**src/vuvrs_pkg.sv**
```systemverilog
package vuvrs_pkg;

    // ------------------------------------------------------------
    // Timing
    // ------------------------------------------------------------
    localparam int CLK_HZ         = 200_000_000;
    localparam int MS_PER_S       = 1000;
    localparam int TICK_PER_MS    = 16;
    localparam int TICK_SHIFT     = 4;
    localparam int TICK_CYC_DFLT  = CLK_HZ / (MS_PER_S * TICK_PER_MS);
    localparam int RETRY_UNIT_MS  = 35;
    localparam int DLY_MIN_MS     = 2;
    localparam int DLY_MAX_MS     = 5000;
    localparam int RISE_MAX_MS    = 100;
    localparam int TICK_W         = 20;
    localparam int RETRY_W        = 13;
    localparam int DIV_W          = 16;

    localparam logic [RETRY_W-1:0] RETRY_UNIT_TICKS =
        RETRY_W'(RETRY_UNIT_MS * TICK_PER_MS);
    localparam logic [TICK_W-1:0] DLY_MIN_TICKS =
        TICK_W'(DLY_MIN_MS * TICK_PER_MS);
    localparam logic [TICK_W-1:0] DLY_MAX_TICKS =
        TICK_W'(DLY_MAX_MS * TICK_PER_MS);
    localparam logic [TICK_W-1:0] RISE_MAX_TICKS =
        TICK_W'(RISE_MAX_MS * TICK_PER_MS);

    // ------------------------------------------------------------
    // Command codes and reset values
    // ------------------------------------------------------------
    localparam logic [7:0]  CMD_CLEAR_FAULTS = 8'h03;
    localparam logic [7:0]  CMD_UV_RESP      = 8'h5A;
    localparam logic [7:0]  CMD_PG_ON        = 8'h5E;
    localparam logic [7:0]  CMD_TURN_ON_DELAY    = 8'h60;
    localparam logic [7:0]  CMD_TURN_ON_RISE_TIME     = 8'h61;
    localparam logic [7:0]  UV_RESP_RST      = 8'hBF;
    localparam logic [15:0] TURN_ON_DELAY_RST0   = 16'hD280;
    localparam logic [15:0] TURN_ON_DELAY_RST1   = 16'hCA80;
    localparam logic [15:0] TURN_ON_RISE_TIME_RST     = 16'hCA80;
    localparam logic [15:0] PG_ON_RST        = 16'h0000;
    localparam logic [19:0] PG_NUM           = 20'h00009;
    localparam logic [19:0] PG_DEN           = 20'h0000A;

    // ------------------------------------------------------------
    // Field layout
    // ------------------------------------------------------------
    localparam int RESP_MSB  = 7;
    localparam int RESP_LSB  = 6;
    localparam int RETRY_MSB = 5;
    localparam int RETRY_LSB = 3;
    localparam int RDLY_MSB  = 2;
    localparam int RDLY_LSB  = 0;
    localparam int EXP_MSB   = 15;
    localparam int EXP_LSB   = 11;
    localparam int MANT_MSB  = 10;

    localparam logic [1:0] RESP_RETRY = 2'h2;
    localparam logic [1:0] RESP_HOLD  = 2'h3;
    localparam logic [2:0] RETRY_CONT = 3'h7;

    typedef enum logic [2:0] {
        ST_OFF,
        ST_DELAY,
        ST_RISE,
        ST_ON,
        ST_HOLD,
        ST_RETRY,
        ST_LATCH
    } vuvrs_state_e;

endpackage

```
**src/vuvrs_l11_if.sv**
```systemverilog
`timescale 1ns/10ps
interface vuvrs_l11_if;
    import vuvrs_pkg::*;
    logic [15:0]       word;
    logic [TICK_W-1:0] ticks;
    modport src (output word, input ticks);
    modport dec (input word, output ticks);
endinterface

```
**src/vuvrs_l11.sv**
```systemverilog
`timescale 1ns/10ps
module vuvrs_l11
    import vuvrs_pkg::*;
(
    vuvrs_l11_if.dec bus
);

    logic signed [5:0] sh;
    logic [47:0]       wide;
    logic [47:0]       scaled;

    // ------------------------------------------------------------
    // Milliseconds word to ticks, negative values read as zero
    // ------------------------------------------------------------
    always_comb begin
        sh   = $signed({bus.word[EXP_MSB], bus.word[EXP_MSB:EXP_LSB]})
             + $signed(6'(TICK_SHIFT));
        wide = bus.word[MANT_MSB] ? 48'h0
             : {37'h0, bus.word[MANT_MSB:0]};
        if (sh >= 0) begin
            scaled = wide << sh[4:0];
        end else begin
            scaled = wide >> 5'(-sh);
        end
        bus.ticks = (|scaled[47:TICK_W]) ? {TICK_W{1'b1}}
                  : scaled[TICK_W-1:0];
    end

endmodule

```
**src/vuvrs_top.sv**
```systemverilog
`timescale 1ns/10ps
// Operation
// - Response 10: disable output on fault, restart per retry field.
// - Response 11: output off while fault persists, then re-enabled.
// - Fault pulls alert low, sets sticky flag; only clear-faults clears.
// - Retry 000 and unused codes: no restart until re-enabled.
// - Retry 111: restart repeatedly until disabled or other fault.
// - Restart attempt starts spaced (code+1) times 35 ms.
// - Undervoltage response byte resets to BFh.
// - Power-good sets above on-threshold, clears below UV fault limit.
// - Power-good threshold is paged word, default 0.9 times strap.
// - Wait turn-on delay, 2 ms to 5 s, before output rises.
// - Turn-on delay resets D280h page 0, CA80h page 1.
// - Ramp over rise time; multi-phase skips the ramp, output goes straight on.
// - Rise time accepted 0 to 100 ms.
// - Rise time word resets to CA80h.
module vuvrs_top
    import vuvrs_pkg::*;
#(
    parameter int TICK_CYCLES = TICK_CYC_DFLT
) (
    input  wire logic        ref_clk,
    input  wire logic        rst_n,
    input  wire logic [7:0]  pm_cmd,
    input  wire logic        pm_page,
    input  wire logic        pm_wr,
    input  wire logic        pm_rd,
    input  wire logic [15:0] pm_wdata,
    output logic      [15:0] pm_rdata,
    output logic             pm_ack,
    output logic             pm_nack,
    input  wire logic        en_pin,
    input  wire logic        operation_on,
    input  wire logic        vin_uv_fault,
    input  wire logic        other_fault,
    input  wire logic        multi_phase,
    input  wire logic [15:0] output_setpoint_strap,
    input  wire logic [15:0] vout_meas,
    input  wire logic [15:0] output_undervoltage_fault_threshold,
    output logic             out_enable,
    output logic             ramp_active,
    output logic             power_good,
    output logic             alert_out_n,
    output logic             uv_fault_flag
);

    // ------------------------------------------------------------
    // Reset release
    // ------------------------------------------------------------
    logic [1:0] rst_pipe_ff;
    logic       rst_sync_n;

    always_ff @(posedge ref_clk or negedge rst_n) begin
        if (!rst_n) begin
            rst_pipe_ff <= 2'b00;
        end else begin
            rst_pipe_ff <= {rst_pipe_ff[0], 1'b1};
        end
    end
    assign rst_sync_n = rst_pipe_ff[1];

    // ------------------------------------------------------------
    // Configuration words
    // ------------------------------------------------------------
    logic [7:0]  uv_resp_ff;
    logic [15:0] pg_on_ff        [2];
    logic [15:0] turn_on_delay_ff [2];
    logic [15:0] rise_time_ff    [2];
    logic        strap_done_ff;
    logic [19:0] pg_prod;
    logic [15:0] pg_default;
    logic        clr_cmd;

    assign pg_prod    = {4'h0, output_setpoint_strap} * PG_NUM;
    assign pg_default = 16'(pg_prod / PG_DEN);
    assign clr_cmd    = pm_wr && (pm_cmd == CMD_CLEAR_FAULTS);

    always_ff @(posedge ref_clk or negedge rst_sync_n) begin
        if (!rst_sync_n) begin
            uv_resp_ff          <= UV_RESP_RST;
            turn_on_delay_ff[0] <= TURN_ON_DELAY_RST0;
            turn_on_delay_ff[1] <= TURN_ON_DELAY_RST1;
            rise_time_ff[0]     <= TURN_ON_RISE_TIME_RST;
            rise_time_ff[1]     <= TURN_ON_RISE_TIME_RST;
            pg_on_ff[0]         <= PG_ON_RST;
            pg_on_ff[1]         <= PG_ON_RST;
            strap_done_ff       <= 1'b0;
        end else begin
            if (!strap_done_ff) begin
                pg_on_ff[0]   <= pg_default;
                pg_on_ff[1]   <= pg_default;
                strap_done_ff <= 1'b1;
            end
            if (pm_wr) begin
                case (pm_cmd)
                    CMD_UV_RESP:   uv_resp_ff <= pm_wdata[7:0];
                    CMD_PG_ON:     pg_on_ff[pm_page] <= pm_wdata;
                    CMD_TURN_ON_DELAY: turn_on_delay_ff[pm_page] <= pm_wdata;
                    CMD_TURN_ON_RISE_TIME:  rise_time_ff[pm_page] <= pm_wdata;
                    default: ;
                endcase
            end
        end
    end

    // ------------------------------------------------------------
    // Command port answer
    // ------------------------------------------------------------
    logic [15:0] pm_rdata_ff;
    logic        pm_ack_ff;
    logic        pm_nack_ff;

    always_ff @(posedge ref_clk or negedge rst_sync_n) begin
        if (!rst_sync_n) begin
            pm_rdata_ff <= 16'h0000;
            pm_ack_ff   <= 1'b0;
            pm_nack_ff  <= 1'b0;
        end else begin
            pm_ack_ff  <= 1'b0;
            pm_nack_ff <= 1'b0;
            if (pm_wr || pm_rd) begin
                pm_ack_ff <= 1'b1;
                case (pm_cmd)
                    CMD_UV_RESP:   pm_rdata_ff <= {8'h00, uv_resp_ff};
                    CMD_PG_ON:     pm_rdata_ff <= pg_on_ff[pm_page];
                    CMD_TURN_ON_DELAY: pm_rdata_ff <= turn_on_delay_ff[pm_page];
                    CMD_TURN_ON_RISE_TIME:  pm_rdata_ff <= rise_time_ff[pm_page];
                    CMD_CLEAR_FAULTS: begin
                        pm_rdata_ff <= 16'h0000;
                        pm_ack_ff   <= pm_wr;
                        pm_nack_ff  <= pm_rd;
                    end
                    default: begin
                        pm_rdata_ff <= 16'h0000;
                        pm_ack_ff   <= 1'b0;
                        pm_nack_ff  <= 1'b1;
                    end
                endcase
            end
        end
    end

    // ------------------------------------------------------------
    // Delay and rise decode (page 0 drives the output)
    // ------------------------------------------------------------
    vuvrs_l11_if dly_if ();
    vuvrs_l11_if rise_if ();
    logic [TICK_W-1:0] delay_t;
    logic [TICK_W-1:0] rise_t;

    assign dly_if.word  = turn_on_delay_ff[0];
    assign rise_if.word = rise_time_ff[0];

    vuvrs_l11 u_dly_dec (
        .bus (dly_if)
    );
    vuvrs_l11 u_rise_dec (
        .bus (rise_if)
    );

    assign delay_t = (dly_if.ticks < DLY_MIN_TICKS) ? DLY_MIN_TICKS
                   : (dly_if.ticks > DLY_MAX_TICKS) ? DLY_MAX_TICKS
                   : dly_if.ticks;
    assign rise_t  = (rise_if.ticks > RISE_MAX_TICKS) ? RISE_MAX_TICKS
                   : rise_if.ticks;

    // ------------------------------------------------------------
    // Sixteenth-millisecond tick
    // ------------------------------------------------------------
    logic [DIV_W-1:0] div_ff;
    logic             tick_ff;

    always_ff @(posedge ref_clk or negedge rst_sync_n) begin
        if (!rst_sync_n) begin
            div_ff  <= '0;
            tick_ff <= 1'b0;
        end else if (div_ff == DIV_W'(TICK_CYCLES - 1)) begin
            div_ff  <= '0;
            tick_ff <= 1'b1;
        end else begin
            div_ff  <= div_ff + DIV_W'(1);
            tick_ff <= 1'b0;
        end
    end

    // ------------------------------------------------------------
    // Sequencer
    // ------------------------------------------------------------
    vuvrs_state_e       state_ff;
    vuvrs_state_e       nxt_state;
    vuvrs_state_e       fault_dest;
    logic               enabled;
    logic               start_attempt;
    logic [TICK_W-1:0]  seq_cnt_ff;
    logic [RETRY_W-1:0] retry_cnt_ff;
    logic [RETRY_W-1:0] retry_target;
    logic               retry_done;
    logic               skip_rise;

    assign enabled      = en_pin && operation_on;
    assign retry_target = RETRY_W'((RETRY_W'(uv_resp_ff[RDLY_MSB:RDLY_LSB])
                        + RETRY_W'(1)) * RETRY_UNIT_TICKS);
    assign retry_done   = (retry_cnt_ff >= retry_target);
    assign skip_rise    = multi_phase || (rise_t == '0);

    always_comb begin
        if (uv_resp_ff[RESP_MSB:RESP_LSB] == RESP_HOLD) begin
            fault_dest = ST_HOLD;
        end else if (uv_resp_ff[RETRY_MSB:RETRY_LSB] == RETRY_CONT) begin
            fault_dest = ST_RETRY;
        end else begin
            fault_dest = ST_LATCH;
        end
    end

    always_comb begin
        nxt_state     = state_ff;
        start_attempt = 1'b0;
        if (!enabled) begin
            nxt_state = ST_OFF;
        end else if (other_fault) begin
            nxt_state = ST_LATCH;
        end else begin
            unique case (state_ff)
                ST_OFF: begin
                    nxt_state     = ST_DELAY;
                    start_attempt = 1'b1;
                end
                ST_DELAY: begin
                    if (vin_uv_fault) begin
                        nxt_state = fault_dest;
                    end else if (seq_cnt_ff >= delay_t) begin
                        nxt_state = skip_rise ? ST_ON : ST_RISE;
                    end
                end
                ST_RISE: begin
                    if (vin_uv_fault) begin
                        nxt_state = fault_dest;
                    end else if (seq_cnt_ff >= rise_t) begin
                        nxt_state = ST_ON;
                    end
                end
                ST_ON: begin
                    if (vin_uv_fault) begin
                        nxt_state = fault_dest;
                    end
                end
                ST_HOLD: begin
                    if (!vin_uv_fault) begin
                        nxt_state     = ST_DELAY;
                        start_attempt = 1'b1;
                    end
                end
                ST_RETRY: begin
                    if (retry_done) begin
                        nxt_state     = ST_DELAY;
                        start_attempt = 1'b1;
                    end
                end
                ST_LATCH: nxt_state = ST_LATCH;
            endcase
        end
    end

    always_ff @(posedge ref_clk or negedge rst_sync_n) begin
        if (!rst_sync_n) begin
            state_ff <= ST_OFF;
        end else begin
            state_ff <= nxt_state;
        end
    end

    always_ff @(posedge ref_clk or negedge rst_sync_n) begin
        if (!rst_sync_n) begin
            seq_cnt_ff <= '0;
        end else if (nxt_state != state_ff) begin
            seq_cnt_ff <= '0;
        end else if (tick_ff) begin
            seq_cnt_ff <= seq_cnt_ff + TICK_W'(1);
        end
    end

    always_ff @(posedge ref_clk or negedge rst_sync_n) begin
        if (!rst_sync_n) begin
            retry_cnt_ff <= '0;
        end else if (start_attempt) begin
            retry_cnt_ff <= '0;
        end else if (tick_ff && !retry_done) begin
            retry_cnt_ff <= retry_cnt_ff + RETRY_W'(1);
        end
    end

    // ------------------------------------------------------------
    // Output stage, power-good, fault flag
    // ------------------------------------------------------------
    logic out_en_ff;
    logic ramp_ff;
    logic pg_ff;
    logic uv_flag_ff;
    logic alert_n_ff;
    logic nxt_uv_flag;

    assign nxt_uv_flag = vin_uv_fault || (uv_flag_ff && !clr_cmd);

    always_ff @(posedge ref_clk or negedge rst_sync_n) begin
        if (!rst_sync_n) begin
            out_en_ff <= 1'b0;
            ramp_ff   <= 1'b0;
        end else begin
            out_en_ff <= (nxt_state == ST_RISE) || (nxt_state == ST_ON);
            ramp_ff   <= (nxt_state == ST_RISE);
        end
    end

    always_ff @(posedge ref_clk or negedge rst_sync_n) begin
        if (!rst_sync_n) begin
            pg_ff <= 1'b0;
        end else if (!out_en_ff) begin
            pg_ff <= 1'b0;
        end else if (vout_meas > pg_on_ff[0]) begin
            pg_ff <= 1'b1;
        end else if (vout_meas < output_undervoltage_fault_threshold) begin
            pg_ff <= 1'b0;
        end
    end

    always_ff @(posedge ref_clk or negedge rst_sync_n) begin
        if (!rst_sync_n) begin
            uv_flag_ff <= 1'b0;
            alert_n_ff <= 1'b1;
        end else begin
            uv_flag_ff <= nxt_uv_flag;
            alert_n_ff <= !nxt_uv_flag;
        end
    end

    assign pm_rdata      = pm_rdata_ff;
    assign pm_ack        = pm_ack_ff;
    assign pm_nack       = pm_nack_ff;
    assign out_enable    = out_en_ff;
    assign ramp_active   = ramp_ff;
    assign power_good    = pg_ff;
    assign alert_out_n   = alert_n_ff;
    assign uv_fault_flag = uv_flag_ff;
endmodule
```
**config.mk**
```make
export PLATFORM = sky130hd
export DESIGN_NAME = vuvrs_top
export DESIGN_NICKNAME = d
export VERILOG_FILES = /design/src/vuvrs_pkg.sv /design/src/vuvrs_l11_if.sv /design/src/vuvrs_l11.sv /design/src/vuvrs_top.sv
export SDC_FILE = /design/constraint.sdc
export NUM_CORES = 1
export LEC_CHECK = 0
export ABC_AREA = 1
export BUFFER_PORTS_ARGS = -buffer_cell sky130_fd_sc_hd__buf_2
export CAP_MARGIN = 10
export CORE_MARGIN = 3
export CORE_UTILIZATION = 55
export CTS_CLUSTER_DIAMETER = 30
export DETAILED_ROUTE_END_ITERATION = 10
export PLACE_DENSITY = 0.79
export SETUP_SLACK_MARGIN = 0.5
export SYNTH_ARGS = -nofsm -noshare
export SYNTH_HDL_FRONTEND = slang
export SYNTH_HIERARCHICAL = 1
export SYNTH_SLANG_ARGS = --single-unit
```
**constraint.sdc**
```tcl
create_clock -name ref_clk -period 5.4 [get_ports ref_clk]
set_input_delay 0.27 -clock ref_clk [delete_from_list [all_inputs] [get_ports ref_clk]]
set_output_delay 0.27 -clock ref_clk [all_outputs]
set_load 0.02 [all_outputs]
```
==> results of run 1 <==
[metrics by stage]
| step | instances | area (µm²) | setup WS (ns) | utilization, % | hold WS [ns] |
|---|---|---|---|---|---|
| floorplan | 2426 | 16930 | -1.294 | - | -0.02559 |
| global placement | 3170 | 20060 | -1.451 | 68.78 | 0.05482 |
| detailed placement | 3170 | 20060 | -1.860 | 68.78 | 0.05657 |
| CTS | 3308 | 22530 | -1.304 | 77.23 | 0.07159 |
[Yosys cell counts (all sizes together), types with 3 or more instances]
master,instances
a31oi,5
nor4,20
a2111oi,10
nand2,639
clkinv,8
xnor2,11
and2,5
buf,45
or2,3
nand4,100
o211ai,8
o2111ai,3
a22oi,8
a211oi,34
nand3b,5
o21a,5
ha,123
and3,4
nand3,287
o21bai,5
a21o,7
or4,4
o31ai,6
a21oi,157
xor2,27
a21boi,4
dfrtp,155
dfstp,28
o21ai,162
inv,290
nor2,124
nor3b,3
a2111o,4
nor3,46
clkbuf,47
[metal layers]
layer  overflow  global-route usage, %
met3          5                  57.70
met4         19                  66.92
met2         25                  86.19
met1          1                  69.80
met5          0                  38.52
[timing repair]
item                                   in CTS
gates cloned                                9
hold buffers                                1
setup buffers                              96
endpoints found under the hold margin       2
pin swaps                                  42
gates resized for setup                   211
setup endpoints to repair                  42
[logic make-up after synthesis]
| kind of cell | after synthesis | synth area share, % |
|---|---|---|
| XOR/XNOR | 38 | 2.189 |
| adder cells (fa/ha/maj) | 124 | 9.403 |
| buffers and inverters | 390 | 9.728 |
| other | 1 | 0.02262 |
| flip-flops | 183 | 27.83 |
| AO/OA/AOI/OAI | 437 | 15.64 |
| AND/OR/NAND/NOR | 1240 | 35.19 |
==> results.ini, run 1 <==
[global_route]
grt_overflow = 50
antenna_found_initial = 17
grt_usage_pct = 70.57
grt_max_degree = 182

[logic_synthesis]
ys_seq_elements = 183
seq_area_frac_synth_pct = 27.83
yosysTopAreaCell = dfrtp_1
syn_avg_cell_area_um2 = 6.871
ys.flop_type = dfrtp_1
yosys_warnings = 6
synth_edf_count = 0
synth_top_area_share_pct = 23.39
ys_types = 69
synth_cells = 2413
async_flop_share_pct = 100.0
synth_area_mm2 = 0.01658
synth_area_leaders = dfrtp_1 23%, nand2_1 13%, ha_1 9.3%

[clock_tree]
htreeDepth = 4
cts_root_buf = clkbuf_16
cts_buffers = 17
cts_buffer_depth = 2
cts_sinks = 183

[die]
io_pins = 105
rows = 62
die_y_um = 179.6
fp.dieW_um = 179.6
start_util_pct = 56.84

[place]
gp_congestion = 0.9919
port_buffers = 104
dpl.hpwl_mm = 40.64

[run_status]
outcome = aborted with a tool error
error = [ERROR GRT-0232] Routing congestion too high. Check the congestion heatmap in the GUI.
haltStage = global routing (5_1_grt)

[timing]
crit_endpoint = pg_on_ff[0]$_DFF_PN0_/D
worstEndpointType = register data pin

==> run 2, diff against run 1 <==
Settings changed: CORE_UTILIZATION 55 to 40, CTS_CLUSTER_DIAMETER 30 to unset, PLACE_DENSITY 0.79 to unset, PLACE_DENSITY_LB_ADDON set to 0.15, SETUP_SLACK_MARGIN 0.5 to unset.
Clock period 5.4 ns to 7 ns, I/O delays scaled along.
==> run 2 against run 1 <==
Compared with the run above:
- the flow now finishes without violations
- synthesized cell count unchanged
- area after synthesis did not move
==> results.ini, run 2 <==
[routing]
drc = 0
finalWirelength_mm = 52.57
routed_via_density = 5.419
wl_per_cell_um = 16.39
dr.pass1.iters = 5
vias = 17380
ant_nets = 0
drtIter0Drc = 1038

[setup_path]
cp_slowest_cell = or4_4
worstSetupPathDepth = 50
max_stage_delay_ns = 0.57
cp-end-kind = register
worst-setup-path-type = register to register
critPathMaxFanout = 8
critPathBufInv = 7
startpoint = rise_if.word[11]
crit_end = seq_cnt_ff[18]
worst_ep_arrival_time_ns = 7.28
startpoint_type = register
rr_endpoint = seq_cnt_ff[18]
critical-path-top-delay-family = simple AND/OR/NAND/NOR gates
r2r_cells = 50
reg2reg_from = rise_if.word[11]
cp_data_required_time_ns = 7.37
reg2reg_setup_slack_ns = 0.09
crit_top_cell = nand2_2

[place]
gp_congestion = 0.9143  ; -7.8%
dpl.hpwl_mm = 39.84  ; -2.0%
port_buffers = 104  ; unchanged

[logic_synthesis]
yosys-top-cells-count = 587 x nand2_1, 256 x inv_1, 252 x nand3_1
synth_cells = 2413  ; unchanged
synth_edf_count = 0  ; unchanged
syn_avg_cell_area_um2 = 6.871  ; unchanged
seq_area_frac_synth_pct = 27.83  ; unchanged
ys.flop_type = dfrtp_1
ys_seq_elements = 183  ; unchanged
async_flop_share_pct = 100.0  ; unchanged
yosysTopAreaCell = dfrtp_1
synth_area_leaders = dfrtp_1 23%, nand2_1 13%, ha_1 9.3%
yosys_warnings = 6  ; unchanged
synth.most_common_cell = nand2_1
synth_area_mm2 = 0.01658  ; unchanged
ys_types = 69  ; unchanged
synth_top_area_share_pct = 23.39  ; unchanged

[clock_tree]
cts_sinks = 183  ; unchanged
clk_pin_slew_ns = 0.08
htreeDepth = 4  ; unchanged
cts_buffers = 17  ; unchanged
cts_tree = built
cts_buffer_depth = 2  ; unchanged
insertion_delay_ns = 0.48
cts_root_buf = clkbuf_16

[global_route]
grt_pass1_wl_mm = 82.39
grt_max_degree = 73
grt_overflow = 0
antenna_found_initial = 1
grt_pass1_vias = 16110
grt_usage_pct = 22.79

[timing]
rsz0062_at_grt = yes
setup_violations = 0
fmax_mhz = 144.7
worst_pin_slew_ns = 1.117
max_slew_margin_pct = 25.46
final.setup.tns_ns = 0
fin_crit_sh_pct = 98.70
finClkSkew_ns = 0.01181
hold_viol = 0
fin_crit_ns = 6.909
maxSlewViolCount = 0

[layout]
multiInputGateArea_mm2 = 0.01176
diodes = 0
layout.nets = 2876
layout-drive-gt1-share_pct = 27.73
largest_reg_flops = 32
ff_latch_area_mm2 = 0.004619
final_common_cell = nand2_1
fill_cells = 3925
max_flop_register = pg_on_ff
reg_top3 = pg_on_ff: 32 flops, seq_cnt_ff: 20 flops
mostFrequentLayoutCells = 510 x nand2_1, 239 x inv_1, 194 x nand3_1, 189 x buf_4, 153 x dfrtp_1
layout-area-overhead-vs-synth_pct = 27.21

[die]
start_util_pct = 41.07  ; -16 points
rows = 73  ; +18%
die_y_um = 209.6  ; +17%
io_pins = 105  ; unchanged
fp.dieW_um = 209.6  ; +17%
core_area_mm2 = 0.04037
die_area_mm2 = 0.04393

[hold_path]
hold_class = input port to register

[run_status]
outcome = finished clean

[flow_run]
drv_cap = 0

[run 2: cell counts after synthesis]
No cell type changed its count.
[run 2: routing by layer]
metal  part of all wire, %  vias to the layer above  GRT usage, %
li1                      -                     8715             -
met1                    45                     8249         30.50
met2                    49                      348         38.97
met3                   3.5                       70         2.900
met4                   2.0                        2         6.028
met5                 0.025                        -             0
[run 2: kinds of logic (layout without fill, tap and decap cells)]
| family | count (synthesis) | count (layout) | synth area share [%] |
|---|---|---|---|
| AO/OA/AOI/OAI | 437 | 437 | 15.64 |
| adder cells (fa/ha/maj) | 124 | 124 | 9.403 |
| AND/OR/NAND/NOR | 1240 | 1241 | 35.19 |
| flip-flops | 183 | 183 | 27.83 |
| XOR/XNOR | 38 | 38 | 2.189 |
| buffers and inverters | 390 | 646 | 9.728 |
| other | 1 | 14 | 0.02262 |
[run 2: what timing repair did]
action | in CTS | in global routing
gates resized for setup | 39 | 295
hold endpoints to repair | 2 | 0
gates cloned | 1 | 3
endpoints found under the setup margin | 4 | 28
hold buffers | 1 | 0
pin swaps | 18 | 99
buffers inserted | 8 | 33
[run 2: metrics by stage]
step	area, µm²	utilization [%]	cells	hold slack, ns	worst slack [ns]
after floorplan	16640	-	2426	0.05441	0.02307
after global placement	18650	46.21	3131	0.1356	-0.1747
after detailed placement	18650	46.21	3131	0.1406	-0.4430
after CTS	19500	48.29	3173	0.09388	-0.02723
after global routing	21090	52.24	3208	0.1265	-0.5335
final	21090	52.24	3208	0.1260	0.09078
[run 2: area by class of cell]
class	instances	area share (%)
clock buffer	19	2.053
clock inverter	13	0.8840
tap	525	3.115
inverter	298	5.411
sequential	183	21.90
multi-input combinational	1854	55.77
timing repair buffer	316	10.86
[run 2: how the worst min path moves through the flow]
stage	startpoint	end	slack, ns	depth (start not counted)
finish	pm_wdata[1]	uv_resp_ff[1]	0.13	3
global route	pm_wdata[1]	uv_resp_ff[1]	0.13	3
CTS	pm_wdata[2]	uv_resp_ff[2]	0.09	3
detailed placement	rst_n	rst_pipe_ff[0]	0.14	1
global placement	rst_n	rst_pipe_ff[0]	0.14	1
floorplan	rst_n	rst_pipe_ff[0]	0.05	0
[run 2: tightest hold or removal path, stage by stage]
cell     delay (ns)
buf_2          0.12
nand2_1        0.06
o21ai_0        0.07
Power of run 2 is left out: the tool's default activity adds up to more than one toggle a clock period on the data nets, which glitch-free logic cannot reach.
